<file path="config.mk">
export PLATFORM = sky130hd
export DESIGN_NAME = fsr_fault_status
export DESIGN_NICKNAME = d
export VERILOG_FILES = /design/src/hw/fsr_pkg.sv /design/src/hw/fsr_fault_status.sv /design/src/hw/fsr_sync3.sv /design/src/hw/fsr_open_load.sv
export SDC_FILE = /design/constraint.sdc
export NUM_CORES = 1
export LEC_CHECK = 0
export BUFFER_PORTS_ARGS = -buffer_cell sky130_fd_sc_hd__buf_2
export CAP_MARGIN = 30
export CORE_MARGIN = 4
export CORE_UTILIZATION = 24
export CTS_CLUSTER_DIAMETER = 100
export DETAILED_ROUTE_END_ITERATION = 8
export GPL_ROUTABILITY_DRIVEN = 0
export PLACE_DENSITY_LB_ADDON = 0.3
export SLEW_MARGIN = 25
export SYNTH_ARGS = -nofsm -noshare
export SYNTH_HDL_FRONTEND = slang
export SYNTH_SLANG_ARGS = --single-unit
</file>
<file path="constraint.sdc">
create_clock -name clk -period 6.1 [get_ports clk]
set_clock_uncertainty 0.05 [all_clocks]
set_input_delay 1.22 -clock clk [delete_from_list [all_inputs] [get_ports clk]]
set_output_delay 1.22 -clock clk [all_outputs]
set_load 0.02 [all_outputs]
</file>
<file path="src/hw/fsr_pkg.sv">
// package: register map, field layout, timing constants and carrier types of the fault status bank
package fsr_pkg;
    localparam int ADDR_W = 4;
    localparam int DATA_W = 8;
    localparam int NUM_PRE = 3;
    // register addresses
    localparam logic [3:0] ADDR_HEATER = 4'h7;
    localparam logic [3:0] ADDR_IGN_ONE = 4'h8;
    localparam logic [3:0] ADDR_IGN_TWO = 4'h9;
    localparam logic [3:0] ADDR_WDOG = 4'hA;
    localparam logic [3:0] ADDR_COND = 4'hB;
    localparam logic [3:0] ADDR_SUPPLY = 4'hD;
    localparam logic [3:0] ADDR_ONOFF = 4'hE;
    localparam logic [3:0] ADDR_MODEL = 4'hF;
    // field positions
    localparam int BIT_ANY = 7;
    localparam int BIT_OPEN = 3;
    localparam int BIT_OVER = 2;
    localparam int BIT_WD_EN = 7;
    localparam int BIT_COND_OT = 0;
    localparam int BIT_SUP_SPI = 3;
    localparam int BIT_SUP_VBAT = 2;
    localparam int BIT_SUP_VOT = 1;
    localparam int BIT_SUP_VGND = 0;
    // arbitrary neutral identity values
    localparam logic [2:0] MODEL_CODE = 3'h1;
    localparam logic [4:0] REV_CODE = 5'h01;
    localparam logic [7:0] READ_ZERO = 8'h00;
    // filter timing: 100 to 450 us window, the target is placed at the middle
    localparam int CLK_MHZ = 125;
    localparam int FILTER_MIN_US = 100;
    localparam int FILTER_MAX_US = 450;
    localparam int FILTER_CYC = ((FILTER_MIN_US + FILTER_MAX_US) / 2) * CLK_MHZ;
    // register write request from the serial interface
    typedef struct packed {
        logic valid;
        logic [ADDR_W-1:0] addr;
        logic [DATA_W-1:0] data;
    } fsr_write_s;
    // raw condition inputs from the supply and conditioner blocks
    typedef struct packed {
        logic [3:0] peak;
        logic clampPos;
        logic clampNeg;
        logic isoOverTemp;
        logic keySwitch;
        logic powerEnable;
        logic batterySwitch;
        logic spiError;
        logic vprotShortBattery;
        logic vprotOverTemp;
        logic vprotShortGround;
    } fsr_cond_s;
endpackage

</file>
<file path="src/hw/fsr_fault_status.sv">
// fault status register bank with off-state open-load detection
`timescale 1ns/10ps
module fsr_fault_status #(
    parameter int FILTER_CYCLES = fsr_pkg::FILTER_CYC
) (
    input wire logic clk,
    input wire logic rst_n,
    input wire logic chip_select_n,
    input wire fsr_pkg::fsr_write_s regWrite,
    input wire logic regReadValid,
    input wire logic [fsr_pkg::ADDR_W-1:0] regReadAddr,
    input wire logic sleepMode,
    input wire logic [fsr_pkg::NUM_PRE-1:0] outputOn,
    input wire logic [fsr_pkg::NUM_PRE-1:0] openCompare,
    input wire logic [fsr_pkg::NUM_PRE-1:0] overcurrentRaw,
    input wire logic watchdogEnable,
    input wire logic [6:0] watchdogTimer,
    input wire fsr_pkg::fsr_cond_s condRaw,
    input wire logic [7:0] onOffState,
    output logic [fsr_pkg::DATA_W-1:0] readData,
    output logic readValid,
    output logic [fsr_pkg::NUM_PRE-1:0] pullDownEnable
);
    localparam int NP = fsr_pkg::NUM_PRE;
    localparam int DW = fsr_pkg::DATA_W;

    // chip select comes from a pin, so it is synchronised before use;
    // it is carried as a selected level so that the synchroniser's reset
    // value matches an idle pin and no false release follows reset
    logic csSync;
    logic csPrev;
    logic csRise;
    fsr_sync3 #(.WIDTH(1)) csSyncInst (
        .clk(clk),
        .rst_n(rst_n),
        .din(!chip_select_n),
        .dout(csSync)
    );
    assign csRise = !csSync && csPrev; // release of chip select

    // one detector per predriver output
    logic [NP-1:0] openDetect;
    genvar g;
    generate
        for (g = 0; g < NP; g++) begin : gDet
            fsr_open_load #(.FILTER_CYCLES(FILTER_CYCLES)) detInst (
                .clk(clk),
                .rst_n(rst_n),
                .outputOn(outputOn[g]),
                .pullDownEnable(pullDownEnable[g]),
                .openCompare(openCompare[g]),
                .chipSelectRise(csRise),
                .openDetect(openDetect[g])
            );
        end
    endgenerate

    // a latched flag sets on its condition; a write of zero clears only if gone
    function automatic logic latchFlag(
        input logic cur,
        input logic cond,
        input logic wrZero
    );
        logic res;
        res = cur;
        if (wrZero && !cond) begin
            res = 1'b0;
        end
        if (cond) begin
            res = 1'b1;
        end
        return res;
    endfunction

    // latched state
    logic [NP-1:0] openFlag;
    logic [NP-1:0] overFlag;
    logic [NP-1:0] preAny;
    logic condOtFlag;
    logic [3:0] supFlag;
    logic supAny;
    logic pullDownWrite;
    logic [NP-1:0] pullDownData;
    logic [NP-1:0] next_openFlag;
    logic [NP-1:0] next_overFlag;
    logic [NP-1:0] next_preAny;
    logic next_condOtFlag;
    logic [3:0] next_supFlag;
    logic next_supAny;
    logic [NP-1:0] next_pullDownEnable;
    logic [3:0] supRaw;
    logic [DW-1:0] next_readData;
    logic [DW-1:0] wrData;
    logic wrOk;

    // pull-down control: no register for it is mapped, so its host write is tied off with the data held at all ones
    assign pullDownWrite = 1'b0;
    assign pullDownData = '1;
    assign wrOk = regWrite.valid;
    assign wrData = regWrite.data;
    assign supRaw = {condRaw.spiError, condRaw.vprotShortBattery,
                     condRaw.vprotOverTemp, condRaw.vprotShortGround};

    // next values of all latched flags
    always_comb begin
        logic wz;
        logic [3:0] supCond;
        wz = 1'b0;
        supCond = supRaw;
        for (int i = 0; i < NP; i++) begin
            wz = wrOk && (regWrite.addr == fsr_pkg::ADDR_HEATER + 4'(i));
            // a disabled pull-down forces the open-load bit to zero
            if (!pullDownEnable[i]) begin
                next_openFlag[i] = 1'b0;
            end else begin
                // stays latched after the load returns, until host clears
                next_openFlag[i] = latchFlag(openFlag[i], openDetect[i],
                    wz && !wrData[fsr_pkg::BIT_OPEN]);
            end
            next_overFlag[i] = latchFlag(overFlag[i], overcurrentRaw[i],
                wz && !wrData[fsr_pkg::BIT_OVER]);
            // summary clears only when every summarized condition is gone
            if (openDetect[i] || overcurrentRaw[i] || next_openFlag[i] || next_overFlag[i]) begin
                next_preAny[i] = 1'b1;
            end else if (wz && !wrData[fsr_pkg::BIT_ANY]) begin
                next_preAny[i] = 1'b0;
            end else begin
                next_preAny[i] = preAny[i];
            end
            // pull-down drops only in sleep; the host write branch is tied off
            if (sleepMode) begin
                next_pullDownEnable[i] = 1'b0;
            end else if (pullDownWrite) begin
                next_pullDownEnable[i] = pullDownData[i];
            end else begin
                next_pullDownEnable[i] = pullDownEnable[i];
            end
        end
        wz = wrOk && (regWrite.addr == fsr_pkg::ADDR_COND);
        next_condOtFlag = latchFlag(condOtFlag, condRaw.isoOverTemp,
            wz && !wrData[fsr_pkg::BIT_COND_OT]);
        wz = wrOk && (regWrite.addr == fsr_pkg::ADDR_SUPPLY);
        for (int j = 0; j < 4; j++) begin
            next_supFlag[j] = latchFlag(supFlag[j], supCond[j], wz && !wrData[j]);
        end
        if ((|supCond) || (|next_supFlag) || (|next_preAny) || next_condOtFlag) begin
            next_supAny = 1'b1;
        end else if (wz && !wrData[fsr_pkg::BIT_ANY]) begin
            next_supAny = 1'b0;
        end else begin
            next_supAny = supAny;
        end
    end

    // read multiplexer, registered
    always_comb begin
        next_readData = fsr_pkg::READ_ZERO;
        if (regReadAddr == fsr_pkg::ADDR_HEATER ||
            regReadAddr == fsr_pkg::ADDR_IGN_ONE ||
            regReadAddr == fsr_pkg::ADDR_IGN_TWO) begin
            for (int k = 0; k < NP; k++) begin
                if (regReadAddr == fsr_pkg::ADDR_HEATER + 4'(k)) begin
                    next_readData[fsr_pkg::BIT_ANY] = preAny[k];
                    next_readData[fsr_pkg::BIT_OPEN] = openFlag[k];
                    next_readData[fsr_pkg::BIT_OVER] = overFlag[k];
                end
            end
        end else if (regReadAddr == fsr_pkg::ADDR_WDOG) begin
            next_readData = {watchdogEnable, watchdogTimer};
        end else if (regReadAddr == fsr_pkg::ADDR_COND) begin
            next_readData = {condRaw.peak, 1'b0, condRaw.clampPos, condRaw.clampNeg,
                             condOtFlag};
        end else if (regReadAddr == fsr_pkg::ADDR_SUPPLY) begin
            next_readData = {supAny, condRaw.keySwitch, condRaw.powerEnable,
                             condRaw.batterySwitch, supFlag};
        end else if (regReadAddr == fsr_pkg::ADDR_ONOFF) begin
            next_readData = onOffState;
        end else if (regReadAddr == fsr_pkg::ADDR_MODEL) begin
            next_readData = {fsr_pkg::MODEL_CODE, fsr_pkg::REV_CODE};
        end else begin
            next_readData = fsr_pkg::READ_ZERO; // unmapped reads as zero
        end
    end

    // registers; pull-downs come up enabled
    always_ff @(posedge clk) begin
        if (!rst_n) begin
            csPrev <= 1'b0;
            openFlag <= '0;
            overFlag <= '0;
            preAny <= '0;
            condOtFlag <= 1'b0;
            supFlag <= '0;
            supAny <= 1'b0;
            pullDownEnable <= '1;
            readData <= fsr_pkg::READ_ZERO;
            readValid <= 1'b0;
        end else begin
            csPrev <= csSync;
            openFlag <= next_openFlag;
            overFlag <= next_overFlag;
            preAny <= next_preAny;
            condOtFlag <= next_condOtFlag;
            supFlag <= next_supFlag;
            supAny <= next_supAny;
            pullDownEnable <= next_pullDownEnable;
            readData <= next_readData;
            readValid <= regReadValid;
        end
    end
endmodule // fsr_fault_status

</file>
<file path="src/hw/fsr_sync3.sv">
// three-stage pin synchroniser with agreement of the last two stages
`timescale 1ns/10ps
module fsr_sync3 #(
    parameter int WIDTH = 1
) (
    input wire logic clk,
    input wire logic rst_n,
    input wire logic [WIDTH-1:0] din,
    output logic [WIDTH-1:0] dout
);
    logic [WIDTH-1:0] stageA;
    logic [WIDTH-1:0] stageB;
    logic [WIDTH-1:0] stageC;
    logic [WIDTH-1:0] next_dout;

    // a bit only changes once the second and third stages agree
    always_comb begin
        for (int i = 0; i < WIDTH; i++) begin
            next_dout[i] = (stageB[i] == stageC[i]) ? stageC[i] : dout[i];
        end
    end

    // stageA is read by stageB only
    always_ff @(posedge clk) begin
        if (!rst_n) begin
            stageA <= '0;
            stageB <= '0;
            stageC <= '0;
            dout <= '0;
        end else begin
            stageA <= din;
            stageB <= stageA;
            stageC <= stageB;
            dout <= next_dout;
        end
    end
endmodule // fsr_sync3

</file>
<file path="src/hw/fsr_open_load.sv">
// off-state open-load detector for one predriver output
`timescale 1ns/10ps
module fsr_open_load #(
    parameter int FILTER_CYCLES = fsr_pkg::FILTER_CYC
) (
    input wire logic clk,
    input wire logic rst_n,
    input wire logic outputOn,
    input wire logic pullDownEnable,
    input wire logic openCompare,
    input wire logic chipSelectRise,
    output logic openDetect
);
    localparam int CNT_W = $clog2(FILTER_CYCLES + 1);
    localparam logic [CNT_W-1:0] CNT_MAX = CNT_W'(FILTER_CYCLES);
    logic [CNT_W-1:0] delayCount;
    logic [CNT_W-1:0] next_delayCount;
    logic next_openDetect;
    logic armed;

    // delay timer restarts on chip select release and on any switching or pull-down change
    always_comb begin
        armed = (delayCount == CNT_MAX);
        if (chipSelectRise || outputOn || !pullDownEnable) begin
            next_delayCount = '0;
        end else if (!armed) begin
            next_delayCount = delayCount + CNT_W'(1);
        end else begin
            next_delayCount = delayCount;
        end
        // comparator only looked at when off, pulled down, and timed out
        next_openDetect = armed && !outputOn && pullDownEnable && openCompare;
    end

    always_ff @(posedge clk) begin
        if (!rst_n) begin
            delayCount <= '0;
            openDetect <= 1'b0;
        end else begin
            delayCount <= next_delayCount;
            openDetect <= next_openDetect;
        end
    end
endmodule // fsr_open_load

</file>
---- Word level (Yosys, flattened, before mapping) ----
Index checks and enable logic that the tools add are counted.
cells by class
  add/subtract/negate cells ............... 3
  equal/unequal tests ..................... 17
  muxes and demuxes ....................... 46
  bitwise operators ....................... 1
  reductions and logical operators ........ 93
operators by type and width
  operator                 number
  $add A16 B1 Y16 const B  3
  $eq A16 B16 Y1 const B   3
  $eq A4 B4 Y1 const B     11
  $logic_and A1 B1 Y1      41
  $mux W1                  37
  $mux W8                  4
  $logic_not A1 Y1         24
  $logic_or A1 B1 Y1       20
  $eq A4 B3 Y1 const B     2
  $mux W2                  4
  $reduce_or A2 Y1         4
  $reduce_or A4 Y1         2
  $mux W6                  1
  $reduce_or A3 Y1         1
  $reduce_bool A2 Y1       1
  $eq A1 B1 Y1             1
  $not A1 Y1               1
word-level totals
  register bits ........................... 83
  input bits .............................. 61
  output and inout bits ................... 12
  logic and storage cells ................. 181

---- Depth between registers and ports, before layout ----
Gate-level depths: netlist of the first run.
  depth after elaboration ................. 14
  mapped depth ............................ 6
  gate-level depth less buffers ........... 6

---- Cells and area by module ----
From an unflattened synthesis of the first run, not the netlist that was laid out.
second synthesis, totals
  cells, all modules ...................... 461
  area total of the unflattened synthesis .. 3898.7 um2
by module, submodules not included
  module            times used  cells an instance  area an instance (um2)  seq. area each (um2)
  fsr_open_load     3           92                 789.5                   340.3
  fsr_fault_status  1           175                1413.9                  520.5
  fsr_sync3         1           10                 116.4                   80.1

---- Worst setup path before layout of the first run ----
OpenSTA, ideal clock, no wires.
  path kind ............................... input -> register
  from .................................... in overcurrentRaw[0] (netlist name)
  to ...................................... reg supAny
  setup time .............................. 0.120 ns
  data arrival time ....................... 2.512 ns
  data required time ...................... 5.930 ns
  setup slack ............................. 3.418 ns
  stages on the path ...................... 5
  path buffers ............................ 0
  cell sequence ........................... or2_2 -> o32a_1 -> a2111oi_1 -> nand2_1 -> o31a_1
on the way
  cells in the longest elaborated chain, start to end .. 10
  elaborated cells between the ends (all ways) .. 13
  classes of those cells .................. 4 x mux; 9 x reduce/logical
RTL lines
  item                                                  line                     text
  start: declaration                                    fsr_fault_status.sv:15   input wire logic [fsr_pkg::NUM_PRE-1:0] overcurrentRaw,
  $logic_not A1 Y1                                      fsr_fault_status.sv:66   if (wrZero && !cond) begin
  $logic_and A1 B1 Y1                                   fsr_fault_status.sv:66
  $mux W1                                               fsr_fault_status.sv:66
  $mux W1                                               fsr_fault_status.sv:69   if (cond) begin
  $logic_or A1 B1 Y1 (*)                                fsr_fault_status.sv:123  if (openDetect[i] || overcurrentRaw[i] || next_openFlag[i] || next_overFlag[i]) begin
  $mux W1 (*)                                           fsr_fault_status.sv:123
  $reduce_or A3 Y1 (*)                                  fsr_fault_status.sv:146  if ((|supCond) || (|next_supFlag) || (|next_preAny) || next_condOtFlag) begin
  $logic_or A1 B1 Y1 (*) (2 in series)                  fsr_fault_status.sv:146
  $mux W1 / $reduce_bool A2 Y1 (equally long branches)  n/a
  end signal: assignment                                fsr_fault_status.sv:205  supAny <= next_supAny;
  end: declaration                                      fsr_fault_status.sv:81   logic supAny;
Every way passes the cells marked *; elsewhere a longest branch is shown, timed or not.
A chain may end at the register's enable or synchronous reset.

---- Worst setup path in the final report of the first run ----
  from .................................... in rst_n
  to ...................................... reg gDet[2].detInst.delayCount[2]
on the way
  cells in the longest elaborated chain, start to end .. 2
RTL lines
  item                        line                   text
  start: declaration          fsr_fault_status.sv:7  input wire logic rst_n,
  $not A1 Y1 (no line)        n/a
  $reduce_or A2 Y1 (no line)  n/a
  end signal: assignment      fsr_open_load.sv:40    delayCount <= next_delayCount;
  end: declaration            fsr_open_load.sv:16    logic [CNT_W-1:0] delayCount;
No other way between the ends.

==> implementation parameters, run 1 <==
Parameter                              Value

Synthesis
  Cell count after synthesis    450
  Top-count cell post-synth    sky130_fd_sc_hd__dfxtp_1
  Commonest cells post-synth    sky130_fd_sc_hd__dfxtp_1 (81), sky130_fd_sc_hd__nor2_1 (75), sky130_fd_sc_hd__nand2_1 (32), sky130_fd_sc_hd__xnor2_1 (19)
  Yosys top cell area share    0.4272
  Post-synthesis cell type with the largest combined area    sky130_fd_sc_hd__dfxtp_1
  Dominant synthesized flop cell    sky130_fd_sc_hd__dfxtp_1
  Register bit count reported by yosys    81
  Yosys warning count    0
  Netlist area before placement    0.003796 sq mm
  Top cells by area in the synthesized netlist    sky130_fd_sc_hd__dfxtp_1 (43%), sky130_fd_sc_hd__nor2_1 (7.4%), sky130_fd_sc_hd__xnor2_1 (4.4%)
  Post-Syn Nets    514
  Unique cell type count in the Yosys netlist    56
  Sequential-to-total area share from yosys stat    0.4272
  Number of synthesized flops with an enable pin    0
  Ys async rst share    0
  Syn Area/Cell    8.436 sq um

Die
  DIE WIDTH    133.8 microns
  Core Footprint    0.01537 sq mm
  Ports placed on the boundary    73
  Initial cell density of the core    0.2470
  DIE AREA    0.01789 sq mm
  Die span in y    133.8 microns
  Std cell rows    45

Global routing
  Met3 demand-to-capacity share in global routing    0.03965
  Pin count of the biggest net entering global routing    25
  Vias in the first global route    3153
  Congestion Overflow GR    0
  Busiest metal layer after global routing    met2
  Total GRT Usage    0.1045
  Met1 capacity usage during global routing    0.1349
  First-pass GRT wire length    15.08 mm
  Met2 capacity usage during global routing    0.1586
  Number of antenna violations at the first check in global routing    0

Hold path
  Worst hold path cell count    1
  Hold path start    csSyncInst.stageA$_SDFF_PN0_
  Terminating pin of the worst hold path    csSyncInst.stageB$_SDFF_PN0_
  Hold Path Class    reg -> reg

Status
  Outcome    complete, no violations

Critical path
  Required time reported for the critical path endpoint    6.32 ns
  RR Startpoint    gDet[0].detInst.delayCount[8]$_SDFFE_PP0P_
  Crit. End Element    register
  Number of cells on the worst reg-to-reg path    5
  Highest net fanout along the worst path    24
  Register-to-register setup slack    4.02 ns
  End of the worst register-to-register path    gDet[0].detInst.delayCount[1]$_SDFFE_PP0P_
  Type of the worst setup path    in -> reg
  Data arrival, critical path    2.93 ns
  First element of the critical path    rst_n
  Element type at the critical path start    input pin

Routing
  DRC violation count after routing    0
  Count of vias placed by the detailed router    3286
  DRT antenna net count    0
  Total routed wirelength    9.151 mm
  Average wire per cell in the routed design    12.59 microns
  Ratio of routed vias to standard cells    4.520
  Initial DRT Pass Iterations    4
  Initial detailed-routing violation count    133

Clock network
  Clock tree buffer depth    2
  CTS tree    done
  Clock transition at the registers of the reported paths    0.06 ns
  H-tree levels    3
  Master cell of the clock root buffer    sky130_fd_sc_hd__clkbuf_16
  Number of clock sinks    81
  Clock buffer count from CTS    9
  Number of hold-repair buffers added at the cts stage    0
  PostCTS Resize Cnt    0
  Number of buffers inserted to repair setup after CTS    0
  Clock insertion delay at the later pin of the skew report    0.34 ns

Place
  Cell count after placement    711
  Final HPWL from detailed placement    7.009 mm
  Buffers on Ports    69
  Instance area after placement    0.004315 sq mm

Pwr
  Max VDD drop    0.1825 mV
  Leakage power    1.680 nW
  Power density cells    269.1 mW/mm^2

Finish
  Growth of design area from synthesis to finish    22.74%
  Non-Filler Instances    727
  Summed area of non-filler cells in the final layout    0.004659 sq mm
  Share of final-layout standard cells stronger than drive strength 1    0.1783
  Post-layout util    0.3031
  Fill cell total of the finished layout    1660
  Area occupied by registers    0.001622 sq mm
  Final antenna diode count    0
  Number of nets in the layout    575
  Combined area of the multi-input logic cells    0.002036 sq mm

Job
  Total of max-cap violations    0

STA
  Min Clock Period, post-route    2.715 ns
  Transition time at the pin with the least slew margin    0.5901 ns
  Part of the cycle the worst path needs    0.4452
  Number of pins exceeding their max-slew limit in the final report    0
  Unrepaired setup endpoints after global routing    no
  Setup TNS after final layout    0 ns
  Tightest slew margin relative to the limit    0.6029
  Count of endpoints failing setup in the final report    0
  Final hold violation count    0
  Achievable Freq    368.3 MHz
cell families after synthesis:
| family | after synthesis | share of synthesized area |
|---|---|---|
| AND/OR/NAND/NOR | 213 | 0.2904 |
| flip-flops | 81 | 0.4272 |
| AO/OA/AOI/OAI | 80 | 0.1401 |
| XOR/XNOR | 37 | 0.08537 |
| buffers and inverters | 32 | 0.03658 |
| multiplexers | 4 | 0.01055 |
| adder cells (fa/ha/maj) | 3 | 0.009889 |
per-stage QoR:
step	hold WS [ns]	worst slack, ns	power, mW
5_1_grt	0.4413	3.136	1.308
6_report	0.3877	3.385	1.254
2_1_floorplan	0.3619	3.418	0.6114
3_5_place_dp	0.3838	2.984	0.6484
3_3_place_gp	0.3875	3.020	0.6475
4_1_cts	0.3986	3.336	1.273
metal layers:
layer  wire length (microns)  vias up
li1                        -     1696
met1                    4524     1504
met2                    3925       74
met3                     566       12
met4                     135        0
met5                       0        -
worst max-delay path, cell delays in order:
cell                       delay (ns)
sky130_fd_sc_hd__buf_2           0.33
sky130_fd_sc_hd__nand2_1         0.27
sky130_fd_sc_hd__a21oi_1         0.30
sky130_fd_sc_hd__nand2b_1        0.39
sky130_fd_sc_hd__o21bai_1        0.29
sky130_fd_sc_hd__a31oi_1         0.13
cell type report:
cell class,instances,share of cell area
Tap cell,211,0.05666
Inverter,13,0.01047
Sequential cell,81,0.3480
Clock buffer,9,0.04834
Multi-Input combinational cell,337,0.4369
Clock inverter,7,0.02551
Timing Repair Buffer,69,0.07411
sequential cells by signal (all words and copies together) (netlist names):
signal / cells
csPrev: 1
supFlag: 4
csSyncInst.stageB: 1
gDet.detInst.delayCount: 48
gDet.detInst.openDetect: 3
openFlag: 3
overFlag: 3
readData: 8
csSyncInst.dout: 1
condOtFlag: 1
pullDownEnable: 1
preAny: 3
csSyncInst.stageA: 1
readValid: 1
csSyncInst.stageC: 1
supAny: 1
report_power, final:
part / internal, mW / total [mW] / switching (mW)
clock: 0.400 / 0.618 / 0.218
sequential: 0.540 / 0.548 / 0.00718
combinational: 0.0386 / 0.0887 / 0.0501
total: 0.979 / 1.25 / 0.275
cell usage in the layout, fill, tap and decap left out, drive strengths merged, types with 3 or more instances in the layout:
| cell | count |
|---|---|
| a21oi | 18 |
| and2 | 12 |
| a21boi | 3 |
| xor2 | 18 |
| nor2b | 8 |
| nor3 | 9 |
| a211oi | 3 |
| and3 | 8 |
| a2111oi | 4 |
| clkinv | 3 |
| or2 | 3 |
| a31oi | 9 |
| clkbuf | 9 |
| nor4b | 5 |
| buf | 69 |
| inv | 12 |
| mux2i | 4 |
| nand2b | 9 |
| nor2 | 75 |
| xnor2 | 19 |
| or3 | 7 |
| bufinv | 3 |
| o31a | 4 |
| a2bb2oi | 6 |
| nand4 | 12 |
| nand3 | 15 |
| nand2 | 32 |
| nor4 | 5 |
| ha | 3 |
| dfxtp | 81 |
| o21ai | 18 |
worst max-delay path by stage:
stage / endpoint / slack, ns
3_5_place_dp: gDet[1].detInst.delayCount[2]$_SDFFE_PP0P_ / 2.98
5_1_grt: gDet[1].detInst.delayCount[2]$_SDFFE_PP0P_ / 3.14
4_1_cts: gDet[2].detInst.delayCount[2]$_SDFFE_PP0P_ / 3.34
2_1_floorplan: supAny$_SDFFE_PN0P_ / 3.42
3_3_place_gp: gDet[2].detInst.delayCount[2]$_SDFFE_PP0P_ / 3.02
6_report: gDet[2].detInst.delayCount[2]$_SDFFE_PP0P_ / 3.38
Power figures use the tool's default switching activity.
==> run 2: changes to the inputs <==
Clock period 6.1 ns to 2.2 ns, I/O delays scaled along.
==> implementation parameters, run 2 (synthesis results as in run 1) <==
Parameter                              Value

Status
  Outcome    complete, no violations

Global routing
  Number of antenna violations at the first check in global routing    1
  First-pass GRT wire length    15.75 mm
  Congestion Overflow GR    0
  Total GRT Usage    0.1087
  Pin count of the biggest net entering global routing    24
  Vias in the first global route    3220

Clock network
  Clock buffer count from CTS    9
  Number of hold-repair buffers added at the cts stage    0
  Clock insertion delay at the later pin of the skew report    0.34 ns
  PostCTS Resize Cnt    0
  Clock tree buffer depth    2
  Number of buffers inserted to repair setup after CTS    0
  H-tree levels    3
  Master cell of the clock root buffer    sky130_fd_sc_hd__clkbuf_16
  Clock transition at the registers of the reported paths    0.06 ns
  Number of clock sinks    81
  CTS tree    done

Die
  Ports placed on the boundary    73
  Initial cell density of the core    0.2470
  Std cell rows    45
  Core Footprint    0.01537 sq mm
  DIE AREA    0.01789 sq mm
  DIE WIDTH    133.8 microns
  Die span in y    133.8 microns

STA
  Part of the cycle the worst path needs    0.9272
  Setup TNS after final layout    0 ns
  Transition time at the pin with the least slew margin    0.5977 ns
  Unrepaired setup endpoints after global routing    no
  Final hold violation count    0
  Number of pins exceeding their max-slew limit in the final report    0
  Achievable Freq    490.2 MHz
  Min Clock Period, post-route    2.040 ns
  Count of endpoints failing setup in the final report    0
  Tightest slew margin relative to the limit    0.5979

Routing
  Average wire per cell in the routed design    12.79 microns
  Count of vias placed by the detailed router    3318
  Initial DRT Pass Iterations    4
  DRT antenna net count    0
  Initial detailed-routing violation count    172
  Ratio of routed vias to standard cells    4.514
  Total routed wirelength    9.397 mm
  DRC violation count after routing    0

Pwr
  Max VDD drop    0.3446 mV
  Power density cells    697.7 mW/mm^2
  Total power    3.258 mW
  Leakage power    1.698 nW

Critical path
  End of the worst register-to-register path    gDet[0].detInst.delayCount[1]$_SDFFE_PP0P_
  Highest net fanout along the worst path    7
  Data arrival, critical path    2.19 ns
  Element type at the critical path start    register
  Required time reported for the critical path endpoint    2.35 ns
  Type of the worst setup path    reg -> reg
  Crit. End Element    register
  RR Startpoint    gDet[0].detInst.delayCount[13]$_SDFFE_PP0P_
  Number of cells on the worst reg-to-reg path    5
  Register-to-register setup slack    0.16 ns

Finish
  Area occupied by registers    0.001622 sq mm
  Summed area of non-filler cells in the final layout    0.004669 sq mm
  Share of final-layout standard cells stronger than drive strength 1    0.1908
  Max reg flops    48
  Leading cell type in the layout, fill and taps excluded    sky130_fd_sc_hd__dfxtp_1
  Combined area of the multi-input logic cells    0.002036 sq mm
  Register ranked first by flip-flop count    gDet.detInst.delayCount
  Growth of design area from synthesis to finish    23.01%
  Number of nets in the layout    583
  Leading cell types in the layout, fill and taps excluded    sky130_fd_sc_hd__dfxtp_1 (81), sky130_fd_sc_hd__nor2_1 (75), sky130_fd_sc_hd__buf_2 (69)
  Fill cell total of the finished layout    1665
  Post-layout util    0.3038
  Top Registers    gDet.detInst.delayCount x48, readData x8, supFlag x4
  Non-Filler Instances    735
  Final antenna diode count    0

Hold path
  Hold path start    chip_select_n
  Terminating pin of the worst hold path    csSyncInst.stageA$_SDFF_PN0_
  Hold Path Class    in -> reg
  Worst hold path cell count    2

Place
  Cell count after placement    719
  Final HPWL from detailed placement    7.156 mm
  Instance area after placement    0.004375 sq mm
  Buffers on Ports    69

Job
  Total of max-cap violations    0
-- run 2: cell count changes in the layout (fill, tap and decap cells not counted), sizes merged --
cell / delta
buf: +8
bufinv: -2
clkinv: +1
inv: +1
-- run 2: final cells by class --
| cell class | instances | area share |
|---|---|---|
| inverters | 13 | 0.01045 |
| clock inverters | 7 | 0.01474 |
| multi-input cells | 337 | 0.4360 |
| repair buffers | 77 | 0.08682 |
| well taps | 211 | 0.05654 |
| flip-flops and latches | 81 | 0.3473 |
| clock buffers | 9 | 0.04823 |
-- run 2: worst max path at each step --
stage / from / to / slack (ns) / cells past startpoint
floorplan: overcurrentRaw[0] / supAny$_SDFFE_PN0P_ / 0.30 / 5
global placement: regWrite[2] / supAny$_SDFFE_PN0P_ / 0.09 / 6
detailed placement: regWrite[2] / supAny$_SDFFE_PN0P_ / 0.09 / 6
CTS: gDet[0].detInst.delayCount[13]$_SDFFE_PP0P_ / gDet[0].detInst.delayCount[1]$_SDFFE_PP0P_ / 0.18 / 5
global route: gDet[0].detInst.delayCount[3]$_SDFFE_PP0P_ / gDet[0].detInst.delayCount[1]$_SDFFE_PP0P_ / 0.02 / 5
finish: gDet[0].detInst.delayCount[13]$_SDFFE_PP0P_ / gDet[0].detInst.delayCount[1]$_SDFFE_PP0P_ / 0.16 / 5
-- run 2: report_power, final --
part / internal, mW / switching [mW]
registers: 1.50 / 0.0205
clock network: 0.876 / 0.608
logic: 0.115 / 0.140
total: 2.49 / 0.768
-- run 2: routing by layer --
metal | GRT usage | share of wire | vias to the layer above
met5 | 0 | 0.00074 | -
met4 | 0.04114 | 0.016 | 2
met3 | 0.03927 | 0.069 | 13
met2 | 0.1659 | 0.43 | 75
met1 | 0.1405 | 0.48 | 1512
li1 | - | - | 1716
-- run 2: critical path: stages (launching register included) --
cell and delay, ns:
sky130_fd_sc_hd__dfxtp_1 0.34, sky130_fd_sc_hd__or4b_1 0.57, sky130_fd_sc_hd__nor4_4 0.39, sky130_fd_sc_hd__and2_1 0.29
sky130_fd_sc_hd__mux2i_1 0.21, sky130_fd_sc_hd__nor2_1 0.06
-- run 2: stage by stage --
stage                     setup WS, ns  hold WS (ns)
after floorplan                 0.2980        0.3619
after global placement         0.08578        0.3794
after CTS                       0.1758        0.1877
after detailed placement       0.08708        0.3819
after global routing           0.02113        0.1857
final                           0.1601        0.2054
